**config.mk**
```make
export PLATFORM = sky130hd
export DESIGN_NAME = ieq_input_eq_polarity_regs
export DESIGN_NICKNAME = d
export VERILOG_FILES = /design/src/ieq_pkg.sv /design/src/ieq_cfg_byte.sv /design/src/ieq_input_eq_polarity_regs.sv /design/src/ieq_lane_ctrl.sv
export SDC_FILE = /design/constraint.sdc
export NUM_CORES = 1
export LEC_CHECK = 0
export BUFFER_PORTS_ARGS = -buffer_cell sky130_fd_sc_hd__clkbuf_2
export CAP_MARGIN = 10
export CORE_UTILIZATION = 55
export CTS_CLUSTER_DIAMETER = 200
export DETAILED_ROUTE_END_ITERATION = 16
export PLACE_DENSITY = 0.78
export SLEW_MARGIN = 20
export SYNTH_ARGS = -nofsm -noshare
export SYNTH_HDL_FRONTEND = slang
export SYNTH_SLANG_ARGS = --single-unit
export TNS_END_PERCENT = 20
```
**constraint.sdc**
```tcl
create_clock -name sys_clk -period 2.45 [get_ports sys_clk]
set_clock_uncertainty 0.15 [all_clocks]
set_input_delay 0.245 -clock sys_clk [delete_from_list [all_inputs] [get_ports sys_clk]]
set_output_delay 0.245 -clock sys_clk [all_outputs]
set_load 0.02 [all_outputs]
```
**src/ieq_pkg.sv**
```systemverilog
// Functional notes
// - reg 00h bits 5:4 hold lane0 strength
// - reg 01h bits 3:2 hold lane1 strength
// - reg 02h bits 3:2 hold lane2 strength
// - reg 03h bits 3:2 hold lane3 strength
// - reg 04h bit5 lane1, bit2 lane0 invert
// - reg 05h bit5 lane3, bit1 lane2 invert
// - all six registers reset to zero, read/write
package ieq_pkg;

   // ************************************************************
   // sizes
   // ************************************************************
   localparam int NUM_REGS  = 6;
   localparam int NUM_LANES = 4;
   localparam int DATA_W    = 8;
   localparam int ADDR_W    = 8;
   localparam int EQ_W      = 2;
   localparam int LEVELS    = 4;

   // ************************************************************
   // register offsets and reset value
   // ************************************************************
   localparam logic [ADDR_W-1:0] ADDR_LANE0_EQ   = 8'h00;
   localparam logic [ADDR_W-1:0] ADDR_LANE1_EQ   = 8'h01;
   localparam logic [ADDR_W-1:0] ADDR_LANE2_EQ   = 8'h02;
   localparam logic [ADDR_W-1:0] ADDR_LANE3_EQ   = 8'h03;
   localparam logic [ADDR_W-1:0] ADDR_LANES01_INV = 8'h04;
   localparam logic [ADDR_W-1:0] ADDR_LANES23_INV = 8'h05;
   localparam logic [DATA_W-1:0] CFG_RESET       = 8'h00;
   localparam logic [DATA_W-1:0] UNMAPPED_DATA   = 8'h00;

   // ************************************************************
   // per-lane field layout, indexed by lane number
   // ************************************************************
   localparam int EQ_REG[NUM_LANES]  = '{0, 1, 2, 3};
   localparam int EQ_LSB[NUM_LANES]  = '{4, 2, 2, 2};
   localparam int INV_REG[NUM_LANES] = '{4, 4, 5, 5};
   localparam int INV_BIT[NUM_LANES] = '{2, 5, 1, 5};

   // ************************************************************
   // equalizer strength encoding
   // ************************************************************
   typedef enum logic [EQ_W-1:0] {
      EQ_OFF    = 2'h0,
      EQ_SMALL  = 2'h1,
      EQ_MEDIUM = 2'h2,
      EQ_LARGE  = 2'h3
   } ieq_eq_level_t;

   // ************************************************************
   // read answer state machine
   // ************************************************************
   typedef enum logic [1:0] {
      ST_IDLE   = 2'h1,
      ST_ANSWER = 2'h2
   } ieq_state_t;

endpackage : ieq_pkg
```
**src/ieq_cfg_byte.sv**
```systemverilog
// one configuration byte with write enable and synchronous reset
module ieq_cfg_byte #(
   parameter logic [7:0] RESET_VAL = ieq_pkg::CFG_RESET
) (
   input  wire logic       sys_clk,
   input  wire logic       rst_n,
   input  wire logic       wr_en,
   input  wire logic [7:0] wr_data,
   output logic      [7:0] value
);

   logic [7:0] value_reg;
   logic [7:0] value_next;

   // reserved bits are stored as written so software reads them back
   always_comb
   begin
      value_next = value_reg;
      if (wr_en)
      begin
         value_next = wr_data;
      end
   end

   // ************************************************************
   // storage
   // ************************************************************
   always_ff @(posedge sys_clk)
   begin
      if (!rst_n)
      begin
         value_reg <= RESET_VAL;
      end
      else
      begin
         value_reg <= value_next;
      end
   end

   assign value = value_reg;

endmodule // ieq_cfg_byte

```
**src/ieq_input_eq_polarity_regs.sv**
```systemverilog
// input equalizer and polarity register bank for four serial lanes
module ieq_input_eq_polarity_regs (
   input  wire logic       sys_clk,
   input  wire logic       rst_n,
   // committed accesses from the management interface
   input  wire logic [7:0] mgmt_addr,
   input  wire logic       mgmt_wr_en,
   input  wire logic [7:0] mgmt_wdata,
   input  wire logic       mgmt_rd_en,
   output logic      [7:0] mgmt_rdata,
   output logic            mgmt_rd_valid,
   output logic            mgmt_addr_err,
   // lane 0 controls
   output logic      [1:0] lane0_eq_strength,
   output logic      [3:0] lane0_eq_select,
   output logic            lane0_invert,
   // lane 1 controls
   output logic      [1:0] lane1_eq_strength,
   output logic      [3:0] lane1_eq_select,
   output logic            lane1_invert,
   // lane 2 controls
   output logic      [1:0] lane2_eq_strength,
   output logic      [3:0] lane2_eq_select,
   output logic            lane2_invert,
   // lane 3 controls
   output logic      [1:0] lane3_eq_strength,
   output logic      [3:0] lane3_eq_select,
   output logic            lane3_invert
);

   // ************************************************************
   // declarations
   // ************************************************************
   logic [7:0]       cfg_value [ieq_pkg::NUM_REGS];
   logic [7:0]       cfg_next  [ieq_pkg::NUM_REGS];
   logic             cfg_wr    [ieq_pkg::NUM_REGS];
   logic [1:0]       str_next  [ieq_pkg::NUM_LANES];
   logic             inv_next  [ieq_pkg::NUM_LANES];
   logic [1:0]       str_q     [ieq_pkg::NUM_LANES];
   logic [3:0]       sel_q     [ieq_pkg::NUM_LANES];
   logic             inv_q     [ieq_pkg::NUM_LANES];

   logic             addr_hit;
   logic [7:0]       rd_mux;

   ieq_pkg::ieq_state_t state_reg;
   ieq_pkg::ieq_state_t state_next;
   logic [7:0]       rdata_reg;
   logic [7:0]       rdata_next;
   logic             valid_reg;
   logic             valid_next;
   logic             err_reg;
   logic             err_next;

   // ************************************************************
   // address decode
   // ************************************************************

   // the six bytes sit at consecutive offsets from the first one
   always_comb
   begin
      addr_hit = (mgmt_addr >= ieq_pkg::ADDR_LANE0_EQ)
              && (mgmt_addr <= ieq_pkg::ADDR_LANES23_INV);
   end

   // per-register write strobes; an unmapped write is dropped
   always_comb
   begin
      for (int r = 0; r < ieq_pkg::NUM_REGS; r++)
      begin
         cfg_wr[r] = mgmt_wr_en
                  && (mgmt_addr == (ieq_pkg::ADDR_LANE0_EQ
                                    + 8'(r)));
      end
   end

   // ************************************************************
   // next register contents
   // ************************************************************

   // the lane flops load from these so they move with the bytes
   always_comb
   begin
      for (int r = 0; r < ieq_pkg::NUM_REGS; r++)
      begin
         // write acts next cycle
         // commit to next
         cfg_next[r] = cfg_wr[r] ? mgmt_wdata : cfg_value[r];
      end
   end

   // ************************************************************
   // register storage
   // ************************************************************
   generate
      for (genvar g = 0; g < ieq_pkg::NUM_REGS; g++)
      begin : g_cfg
         ieq_cfg_byte #(
            .RESET_VAL (ieq_pkg::CFG_RESET)
         ) u_byte (
            .sys_clk (sys_clk),
            .rst_n   (rst_n),
            .wr_en   (cfg_wr[g]),
            .wr_data (mgmt_wdata),
            .value   (cfg_value[g])
         );
      end
   endgenerate

   // ************************************************************
   // field extraction per lane
   // ************************************************************

   // lane 0 strength sits two bits higher than the other lanes
   // lane0 bits 5:4
   always_comb
   begin
      str_next[0] = cfg_next[ieq_pkg::EQ_REG[0]]
                    [ieq_pkg::EQ_LSB[0] +: ieq_pkg::EQ_W];
   end

   // lanes one to three share the 3:2 position
   // lane1 bits 3:2
   always_comb
   begin
      str_next[1] = cfg_next[ieq_pkg::EQ_REG[1]]
                    [ieq_pkg::EQ_LSB[1] +: ieq_pkg::EQ_W];
   end

   always_comb
   begin
      str_next[2] = cfg_next[ieq_pkg::EQ_REG[2]]
                    [ieq_pkg::EQ_LSB[2] +: ieq_pkg::EQ_W];
   end

   always_comb
   begin
      str_next[3] = cfg_next[ieq_pkg::EQ_REG[3]]
                    [ieq_pkg::EQ_LSB[3] +: ieq_pkg::EQ_W];
   end

   // inversion bits for lanes zero and one share one byte
   // bits 2 and 5
   always_comb
   begin
      inv_next[0] = cfg_next[ieq_pkg::INV_REG[0]][ieq_pkg::INV_BIT[0]];
      inv_next[1] = cfg_next[ieq_pkg::INV_REG[1]][ieq_pkg::INV_BIT[1]];
   end

   // lanes two and three use the next byte, bits 1 and 5
   // bits 1 and 5
   always_comb
   begin
      inv_next[2] = cfg_next[ieq_pkg::INV_REG[2]][ieq_pkg::INV_BIT[2]];
      inv_next[3] = cfg_next[ieq_pkg::INV_REG[3]][ieq_pkg::INV_BIT[3]];
   end

   // ************************************************************
   // lane control flops
   // ************************************************************
   generate
      for (genvar l = 0; l < ieq_pkg::NUM_LANES; l++)
      begin : g_lane
         ieq_lane_ctrl u_lane (
            .sys_clk       (sys_clk),
            .rst_n         (rst_n),
            .strength_next (str_next[l]),
            .invert_next   (inv_next[l]),
            .strength      (str_q[l]),
            .level_onehot  (sel_q[l]),
            .invert        (inv_q[l])
         );
      end
   endgenerate

   // ************************************************************
   // read path
   // ************************************************************

   // reads see the stored byte, so a same-cycle write is not yet visible
   // read stored byte
   always_comb
   begin
      rd_mux = ieq_pkg::UNMAPPED_DATA;
      for (int r = 0; r < ieq_pkg::NUM_REGS; r++)
      begin
         if (mgmt_addr == (ieq_pkg::ADDR_LANE0_EQ + 8'(r)))
         begin
            rd_mux = cfg_value[r];
         end
      end
   end

   // answer one cycle after the read; back-to-back reads stay in answer
   always_comb
   begin
      state_next = state_reg;
      rdata_next = rdata_reg;
      valid_next = 1'b0;
      err_next   = 1'b0;
      case (state_reg)
         ieq_pkg::ST_IDLE:
         begin
            if (mgmt_rd_en)
            begin
               state_next = ieq_pkg::ST_ANSWER;
               rdata_next = rd_mux;
               valid_next = 1'b1;
            end
         end
         ieq_pkg::ST_ANSWER:
         begin
            if (mgmt_rd_en)
            begin
               rdata_next = rd_mux;
               valid_next = 1'b1;
            end
            else
            begin
               state_next = ieq_pkg::ST_IDLE;
            end
         end
         default:
         begin
            state_next = ieq_pkg::ST_IDLE;
         end
      endcase
      // unmapped access of either kind is flagged for one cycle
      if ((mgmt_rd_en || mgmt_wr_en) && !addr_hit)
      begin
         err_next = 1'b1;
      end
   end

   // ************************************************************
   // read path flops
   // ************************************************************
   always_ff @(posedge sys_clk)
   begin
      if (!rst_n)
      begin
         state_reg <= ieq_pkg::ST_IDLE;
         rdata_reg <= ieq_pkg::CFG_RESET;
         valid_reg <= 1'b0;
         err_reg   <= 1'b0;
      end
      else
      begin
         state_reg <= state_next;
         rdata_reg <= rdata_next;
         valid_reg <= valid_next;
         err_reg   <= err_next;
      end
   end

   // ************************************************************
   // outputs, all straight from flops
   // ************************************************************
   assign mgmt_rdata    = rdata_reg;
   assign mgmt_rd_valid = valid_reg;
   assign mgmt_addr_err = err_reg;

   // lane 0
   assign lane0_eq_strength = str_q[0];
   assign lane0_eq_select   = sel_q[0];
   assign lane0_invert      = inv_q[0];

   // lane 1
   assign lane1_eq_strength = str_q[1];
   assign lane1_eq_select   = sel_q[1];
   assign lane1_invert      = inv_q[1];

   // lane 2
   assign lane2_eq_strength = str_q[2];
   assign lane2_eq_select   = sel_q[2];
   assign lane2_invert      = inv_q[2];

   // lane 3
   assign lane3_eq_strength = str_q[3];
   assign lane3_eq_select   = sel_q[3];
   assign lane3_invert      = inv_q[3];

   // reserved bits are not policed: software is trusted to keep them
   // at zero, and whatever it writes is read back unchanged

endmodule // ieq_input_eq_polarity_regs

```
**src/ieq_lane_ctrl.sv**
```systemverilog
// registered controls for one input lane: strength, one-hot level, invert
module ieq_lane_ctrl (
   input  wire logic       sys_clk,
   input  wire logic       rst_n,
   input  wire logic [1:0] strength_next,
   input  wire logic       invert_next,
   output logic      [1:0] strength,
   output logic      [3:0] level_onehot,
   output logic            invert
);

   logic [1:0] strength_reg;
   logic [3:0] onehot_reg;
   logic       invert_reg;
   logic [3:0] onehot_next;

   // decode ahead of the flop so the analog enables never glitch
   always_comb
   begin
      onehot_next = 4'h0;
      case (ieq_pkg::ieq_eq_level_t'(strength_next))
         ieq_pkg::EQ_OFF:    onehot_next = 4'h1;
         ieq_pkg::EQ_SMALL:  onehot_next = 4'h2;
         ieq_pkg::EQ_MEDIUM: onehot_next = 4'h4;
         ieq_pkg::EQ_LARGE:  onehot_next = 4'h8;
         default:            onehot_next = 4'h1;
      endcase
   end

   // ************************************************************
   // lane control flops
   // ************************************************************
   always_ff @(posedge sys_clk)
   begin
      if (!rst_n)
      begin
         strength_reg <= ieq_pkg::EQ_OFF;
         onehot_reg   <= 4'h1;
         invert_reg   <= 1'b0;
      end
      else
      begin
         strength_reg <= strength_next;
         onehot_reg   <= onehot_next;
         invert_reg   <= invert_next;
      end
   end

   assign strength     = strength_reg;
   assign level_onehot = onehot_reg;
   assign invert       = invert_reg;

endmodule // ieq_lane_ctrl

```
Word level (Yosys, flattened, before mapping)
Cells that the tools add are included.
{ "word_totals": {"elab_cells": 87, "ff_bits": 80, "output_inout_bits": 38} }
{ "op_classes": {"order_cmp": 2, "mux": 21, "n_eq_ne": 21, "n_reduce_logical": 19} }
{ "ops": {"columns": ["operator", "n"], "rows": [
  ["case mux 4 bit (4 select lines)", 4],
  ["2-to-1 mux 8 bit", 6],
  ["== test 2 bit, second input constant", 9],
  ["2-to-1 mux 6 bit", 3],
  ["== test 8 x 2 -> 1 bit, second input constant", 2],
  ["== test 8 x 3 -> 1 bit, second input constant", 2],
  ["2-to-1 mux 4 bit", 3],
  ["== test 2 x 1 -> 1 bit, second input constant", 5],
  ["== test 8 x 1 -> 1 bit, second input constant", 1],
  [">= comparator 8 x 1 -> 1 bit, second input constant", 1],
  ["less-or-equal comparator 8 x 3 -> 1 bit, second input constant", 1],
  ["logical AND 1 bit", 8],
  ["logical NOT 2 bit", 4],
  ["logical NOT 8 bit", 1],
  ["AND reduction 2 bit", 3],
  ["2-to-1 mux 2 bit", 2],
  ["!= test 2 bit, second input constant", 2],
  ["case mux 2 bit (2 select lines)", 1],
  ["2-to-1 mux 1 bit", 2],
  ["OR reduction 2 bit", 1],
  ["logical NOT 1 bit", 1],
  ["logical OR 1 bit", 1]
]} }

Depth between registers and ports, before layout
Gate-level depths: netlist of run 1.
{ "logic_depth": {"ltp_word": 7, "mapped_depth": 7, "depth_no_buf": 6} }

Hierarchy
From an unflattened synthesis of run 1, not the netlist that was laid out.
{ "unflattened": {"hier_cells": 339, "hier_area_um2": 3681.0} }
{ "by_module_without_submodules": {"columns": ["mod", "cells_each", "area_each_um2", "seq_area_each_um2", "n_inst"], "rows": [
  ["ieq_cfg_byte", 25, 301.5, 160.2, 6],
  ["ieq_input_eq_polarity_regs", 133, 1106.1, 240.2, 1],
  ["ieq_lane_ctrl", 14, 191.4, 140.1, 4]
]} }

Worst setup path after synthesis of run 1
No wires, ideal clock.
{ "synth_timing": {"kind": "in2reg", "startpoint": "in mgmt_addr[7]", "endpoint": "reg g_lane[2].u_lane.onehot_reg[3]", "path_slack_ns": 0.312, "path_stages": 7, "setup_time_ns": 0.115, "arrival_time_ns": 1.874, "path_buffers": 3, "t_required_ns": 2.185, "path_cell_list": "or4b_1 buf_2 or3_4 buf_6 buf_8 and3_1 o21a_1"} }
{ "synth_via": {"elab_chain_cells": 5} }
{ "synth_lines": {"columns": ["element", "line_no", "text"], "rows": [
  ["start: declaration", "ieq_input_eq_polarity_regs.sv:6", "input wire logic [7:0] mgmt_addr,"],
  ["== test 8 x 2 -> 1 bit *", "ieq_input_eq_polarity_regs.sv:72", "&& (mgmt_addr == (ieq_pkg::ADDR_LANE0_EQ"],
  ["logical AND 1 bit *", "ieq_input_eq_polarity_regs.sv:72", null],
  ["2-to-1 mux 4 bit *", null, null],
  ["== test 2 bit, or another cell as far along", "ieq_lane_ctrl.sv:21", "case (ieq_pkg::ieq_eq_level_t'(strength_next))"],
  ["case mux 4 bit (4 select lines) *", "ieq_lane_ctrl.sv:21", null],
  ["end signal: assignment", "ieq_lane_ctrl.sv:44", "onehot_reg <= onehot_next;"],
  ["end: declaration", "ieq_lane_ctrl.sv:13", "logic [3:0] onehot_reg;"]
]} }
Every way passes the cells marked *; elsewhere a longest branch is shown, timed or not.
A chain may end at the register's enable or synchronous reset.

==> summary.md, run 1 <==
| Metric | Value |
|---|---|
| Status | finished clean |
| First-pass GRT wire length | ~14,000 µm |
| Number of synthesized flops with an enable pin | 0 |
| Worst EP arrival | 2.22 ns |
| Fin crit share | between 80 and 90% |
| Mean Syn Cell Area | around 9.5 µm² |
| Reg-to-Reg Start | state_reg[0] |
| Syn_nets | 404 |
| IO Pins | 58 |
| Register area share after synthesis | 41.8% |
| Critical Path RT | roughly 2.6 ns |
| GR Overflow Total | 0 |
| Top cells by area, synth | dfxtp_1, mux2i_1, nor2b_1 |
| Kind of end point of the critical path | register |
| Die Ht | about 83 µm |
| Worst-path fanout max | 66 |
| Post-synth top cells | dfxtp_1, mux2i_1, nor2b_1, clkbuf_1, nand2_1 |
| DIE AREA | between 6000 and 7000 µm² |
| Total Routing Usage GR | 24.6% |
| Peak supply drop | 0.377 mV |
| CTS tree | yes |
| Std-Cell Rows | 29 |
| R2R Path End | mgmt_rdata[6] |
| FF-to-FF setup slack | around 0.65 ns |
| Share of the synthesized area in the top cell type | between 40% and 50% |
| Final ANT Viol Nets | 0 |
| CP Cell Sequence | dlygate4sd3_1, clkbuf_2, buf_4, and3_1, o21ai_0, o21ai_0 |
| Wire per inst | between 15 and 20 µm |
| Total wire length | between 8000 and 9000 µm |
| Worst R2R Path Depth | 6 |
| Drt pass-1 iters | 4 |
| # clock sinks | 76 |
| Cell mode on critical path | o21ai_0 |
| Area Growth Syn to Fin | 15.5% |
| Netlist Area Pre-Place | 3640 µm² |
| Post-route worst setup slack | 0.349 ns |
| Post-synthesis async set-or-reset flop share | 0% |
| CTS resizes | 0 |
| #FFs+latches synth | 76 |
| Max-cap violation count | 0 |
| Slew headroom | 50.4% |
| HPWL after DPL | between 5000 and 6000 µm |
| CORE AREA | ~6300 µm² |
| Synthesis warning total | 0 |
| Place WS | 0.0946 ns |
| Clock Tree Buf Depth | 2 |
| Yosys cell types | 38 |
| Post-synth top area cell | dfxtp_1 |
| Fillcell total | between 500 and 600 |
| Final Hold Viols | 0 |
| Slowest-stage cell, CP | dlygate4sd3_1 |
| Antenna cell count | 0 |
| Fin. max-slew vios | 0 |
| DRC errors left | 0 |
| Initial DRC count | around 170 |
| WS Path Type | primary input to register |
| Initial Util | a little under three fifths |
| IO buf count | 57 |
| Setup TNS | 0 ns |
| Gpl congestion | roughly 0.80 |
| Cell with the most instances after synthesis | dfxtp_1 |
| Largest net degree at the start of global routing | 67 |
| Layout Nets | 453 |
| Most common flop cell mapped by yosys | dfxtp_1 |
| Worst Setup EP | mgmt_rdata[6] |
| Worst Hold Class | primary input to register |
| CTS root buffer | clkbuf_8 |
| Number of global-route vias before repair | 2,751 |
| Worst Path Buf+Inv | 3 |
| Fmax | 476 MHz |
| Share of cells above drive strength 1 | around 24% |
| Family with the most delay on the worst path | buffers and inverters |
| Initial antenna violation count | 0 |
| Leakage power | 1.86 nW |
| Cell count after synthesis | 382 |
| Final setup fails | 0 |
| Minimum clock period | 2.10 ns |
| Clock latency on the worst-skew pair | between 0.3 and 0.4 ns |
| Crit path depth | 6 |
| Vias per cell | approximately 5.6 |
| DR vias | 2,869 |
| Number of flip-flops in the largest register | 44 |
| Max stage delay on crit path | ~0.52 ns |
| RSZ-0062 raised after global routing | no |
| CP Launch Point | rst_n |
| CTS Buf Count | 9 |
| Worst-path clk slew | approximately 0.080 ns |
| Worst Tran Pin Value | 0.742 ns |
| DIE WIDTH | about 83 µm |
| Number of H-tree levels | 3 |
| Crit start category | primary input |
| Power Density | slightly above 600 nW/µm² |
power by group:
group / internal [mW] / switching, mW
sequential: 1.24 / 0.00431
clock: 0.704 / 0.477
combinational: 0.0670 / 0.112
what timing repair did:
action,CTS,global route
endpoints found under the hold margin,1,0
setup buffers,0,0
hold buffers,1,0
per-layer routing:
metal	GRT usage, %	wire, µm	share of wire (%)	vias up
met2	39.7	3890	48	72
met5	0	0	0	-
met3	4.37	283	3.5	13
met1	32.3	3850	47	1356
met4	10.8	133	1.6	0
li1	-	-	-	1428
metrics by stage:
| stage | instance area [µm²] | hold WS [ns] | cells | power (mW) | util [%] |
|---|---|---|---|---|---|
| CTS | 4200 | 0.0848 | 513 | 2.61 | 66.2 |
| global placement | 3940 | 0.283 | 496 | 1.45 | 62.1 |
| global route | 4200 | 0.120 | 513 | 2.68 | 66.2 |
| floorplan | 3640 | 0.247 | 382 | 1.39 | - |
| finish | 4200 | 0.0863 | 513 | 2.61 | 66.2 |
| detailed placement | 3940 | 0.283 | 496 | 1.45 | 62.1 |
worst min-delay path by stage:
stage                    start       endpoint  slack [ns]  cells after the start
CTS                 mgmt_rd_en  mgmt_addr_err        0.08                      3
floorplan           mgmt_rd_en  mgmt_addr_err        0.25                      2
finish              mgmt_rd_en  mgmt_addr_err        0.09                      3
global placement         rst_n   state_reg[0]        0.28                      2
global route        mgmt_rd_en  mgmt_addr_err        0.12                      3
detailed placement       rst_n   state_reg[0]        0.28                      2
worst register-to-register path, delay by kind of cell, from the launching register on:
family	cells	cell delay (ns)
flops	1	0.33
fa+ha+maj	1	0.27
simple gates	1	0.14
buf+inv	2	0.10
compound gates	2	0.73
layout make-up:
cell class | count | area, µm² | share of cell area [%]
Multi-Input combinational cell | 261 | 1880 | 44.6
Sequential cell | 76 | 1520 | 36.2
Timing Repair Buffer | 77 | 438 | 10.4
Tap cell | 77 | 96.3 | 2.29
Inverter | 6 | 22.5 | 0.536
Clock buffer | 10 | 138 | 3.27
Clock inverter | 6 | 111 | 2.65
kinds of logic (layout without fill, tap and decap cells):
kind of cell | count (synthesis) | in the layout | synth area share, %
AND/OR/NAND/NOR | 150 | 150 | 25.3
flip-flops | 76 | 76 | 41.8
AO/OA/AOI/OAI | 61 | 61 | 12.3
multiplexers | 48 | 48 | 13.2
buffers and inverters | 45 | 99 | 6.60
adder cells (fa/ha/maj) | 2 | 2 | 0.688
layout by cell type, fill, tap and decap left out, types with 13 or more instances in the layout:
cell type and count:
nand2b_1 13, mux2i_1 48, buf_4 19, nor2b_1 48
nand2_1 18, nor2_1 16, clkbuf_2 57, o21ai_0 17
dfxtp_1 76, and3_1 14
No activity file was read; power rests on OpenSTA's default activity.
==> run 2: changes to the inputs <==
--- a/config.mk
+++ b/config.mk
@@ -5,7 +5,7 @@
 export SDC_FILE = /design/constraint.sdc
 export NUM_CORES = 1
 export LEC_CHECK = 0
-export BUFFER_PORTS_ARGS = -buffer_cell sky130_fd_sc_hd__clkbuf_2
+export BUFFER_PORTS_ARGS = -buffer_cell sky130_fd_sc_hd__buf_2
 export CAP_MARGIN = 10
 export CORE_UTILIZATION = 55
 export CTS_CLUSTER_DIAMETER = 200
==> run 2 against run 1 <==
Against the previous run: routed wire length is 0.21% higher; sequential power hardly changed; flip-flop and latch count stayed put; global-route usage is 0.19 points higher; sequential share of layout area is 0.097 points higher; highest routed layer unchanged.
==> summary.md, run 2 (synthesis gave the netlist of run 1 again) <==
| Metric | Value |
|---|---|
| Total wire length | ~8200 µm |
| Peak supply drop | roughly 0.58 mV |
| Wire per inst | 15.9 µm |
| Family with the most delay on the worst path | simple AND/OR/NAND/NOR gates |
| Worst Hold Class | primary input to register |
| Final ANT Viol Nets | 0 |
| Most frequent cells in the layout | dfxtp_1, buf_2, mux2i_1, nor2b_1, buf_4 |
| Layout Nets | ~450 |
| Number of flip-flops in the largest register | 44 |
| Setup TNS | 0 ns |
| Final Hold Viols | 0 |
| Initial antenna violation count | 0 |
| CP Cell Sequence | buf_2, or3_1, buf_4, or4_1, o21ai_0, o21ai_0 |
| Worst Tran Pin Value | 0.679 ns |
| CTS Hold Bufs | 0 |
| Fin crit share | 80.6% |
| CTS resizes | 0 |
| Post-CTS setup buffers | 0 |
| Clock Tree Buf Depth | 2 |
| Largest net degree at the start of global routing | 69 |
| Slowest-stage cell, CP | or4_1 |
| Drt pass-1 iters | 4 |
| Leading cell type in the layout, fill and taps excluded | dfxtp_1 |
| Number of global-route vias before repair | 2,708 |
| CTS tree | yes |
| Cell mode on critical path | o21ai_0 |
| Status | finished clean |
| Area Growth Syn to Fin | 15.2% |
| Worst Path Buf+Inv | 2 |
| GR Overflow Total | 0 |
| RSZ-0062 raised after global routing | no |
| Leakage power | roughly 1.9 nW |
| Overall power | between 2 and 3 mW |
| Worst EP arrival | just over 2 ns |
| Kind of end point of the critical path | register |
| # clock sinks | 76 |
| Vias per cell | 5.55 |
| WS Path Type | primary input to register |
| Initial DRC count | 218 |
| Fin. max-slew vios | 0 |
| DIE AREA | 6940 µm² |
| First-pass GRT wire length | 13,600 µm |
| Area occupied by multi-input gates | around 1900 µm² |
| IO buf count | between 50 and 60 |
| DIE WIDTH | ~83 µm |
| Gpl congestion | ~0.78 |
| Minimum clock period | a little under 2 ns |
| Clock latency on the worst-skew pair | 0.35 ns |
| Die Ht | between 80 and 90 µm |
| Critical Path RT | 2.53 ns |
| Power Density | just over 600 nW/µm² |
| Fillcell total | a little over 500 |
| Share of cells above drive strength 1 | a little under a quarter |
| HPWL after DPL | approximately 5500 µm |
| Fmax | approximately 510 MHz |
| Std-Cell Rows | 29 |
| Worst R2R Path Depth | 6 |
| CTS root buffer | clkbuf_8 |
| Final setup fails | 0 |
| CORE AREA | between 6000 and 7000 µm² |
| Crit start category | primary input |
| Initial Util | 57.3% |
| CTS Buf Count | 9 |
| IO Pins | between 50 and 60 |
| Number of H-tree levels | 3 |
| Worst-path clk slew | 0.08 ns |
| Hold WS | roughly 0.092 ns |
| Crit path depth | 6 |
| Max-cap violation count | 0 |
| DRC errors left | 0 |
| Seq. cell area | 1520 µm² |
| Total Routing Usage GR | between 20 and 25% |
| Slew headroom | approximately 55% |
| Worst-path fanout max | 8 |
| Antenna cell count | 0 |
| Max stage delay on crit path | 0.64 ns |
| Min-Delay Path Depth | 3 |
| DR vias | between 2,000 and 3,000 |
run 2: changes by cell type in the layout (fill, tap and decap cells not counted), sizes merged:
cell and change:
clkinv -2, buf +59, clkbuf -55, dlygate4sd3 -1
run 2: path summary, 6_finish.rpt:
path / from / end / slack [ns]
max: mgmt_addr[5] / mgmt_rdata[0] / 0.47
min reg2reg: mgmt_rdata[0] / mgmt_rdata[0] / 0.31
min: mgmt_wdata[7] / g_cfg[0].u_byte.value[7] / 0.09
max reg2reg: state_reg[0] / mgmt_rdata[3] / 0.73
run 2: stage by stage:
stage / worst slack [ns] / std cells / cell area [µm²] / utilization, %
final: 0.474 / 514 / 4190 / 66.0
after global routing: 0.412 / 514 / 4190 / 66.0
after CTS: 0.408 / 514 / 4190 / 66.0
after detailed placement: 0.159 / 498 / 3960 / 62.3
after global placement: 0.186 / 498 / 3960 / 62.3
after floorplan: 0.312 / 382 / 3640 / -
run 2: area by class of cell:
type                    instances  share of cell area (%)
clock inverters                 4                    2.33
well taps                      77                    2.30
inverters                       6                   0.537
clock buffers                  12                    3.22
multi-input cells             261                    44.7
repair buffers                 78                    10.6
flip-flops and latches         76                    36.3
run 2: power breakdown:
group | total, mW | switching (mW) | internal [mW] | leakage [nW]
clock network | 1.13 | 0.447 | 0.678 | 0.111
registers | 1.25 | 0.00466 | 1.24 | 0.613
logic | 0.180 | 0.112 | 0.0678 | 1.16
total | 2.55 | 0.564 | 1.99 | 1.88
run 2: tightest hold or removal path: cells and delay by family:
kind	cells	cell delay [ns]
muxes	1	0.08
and+or+nand+nor	1	0.09
buffers and inverters	1	0.13
run 2: metal layers:
metal | GRT usage [%] | up-vias | share of wire [%] | wire, µm
li1 | - | 1436 | - | -
met1 | 32.5 | 1327 | 47 | 3860
met2 | 40.6 | 76 | 46 | 3800
met3 | 4.08 | 14 | 4.6 | 378
met4 | 10.2 | 0 | 1.6 | 134
met5 | 0 | - | 0 | 0
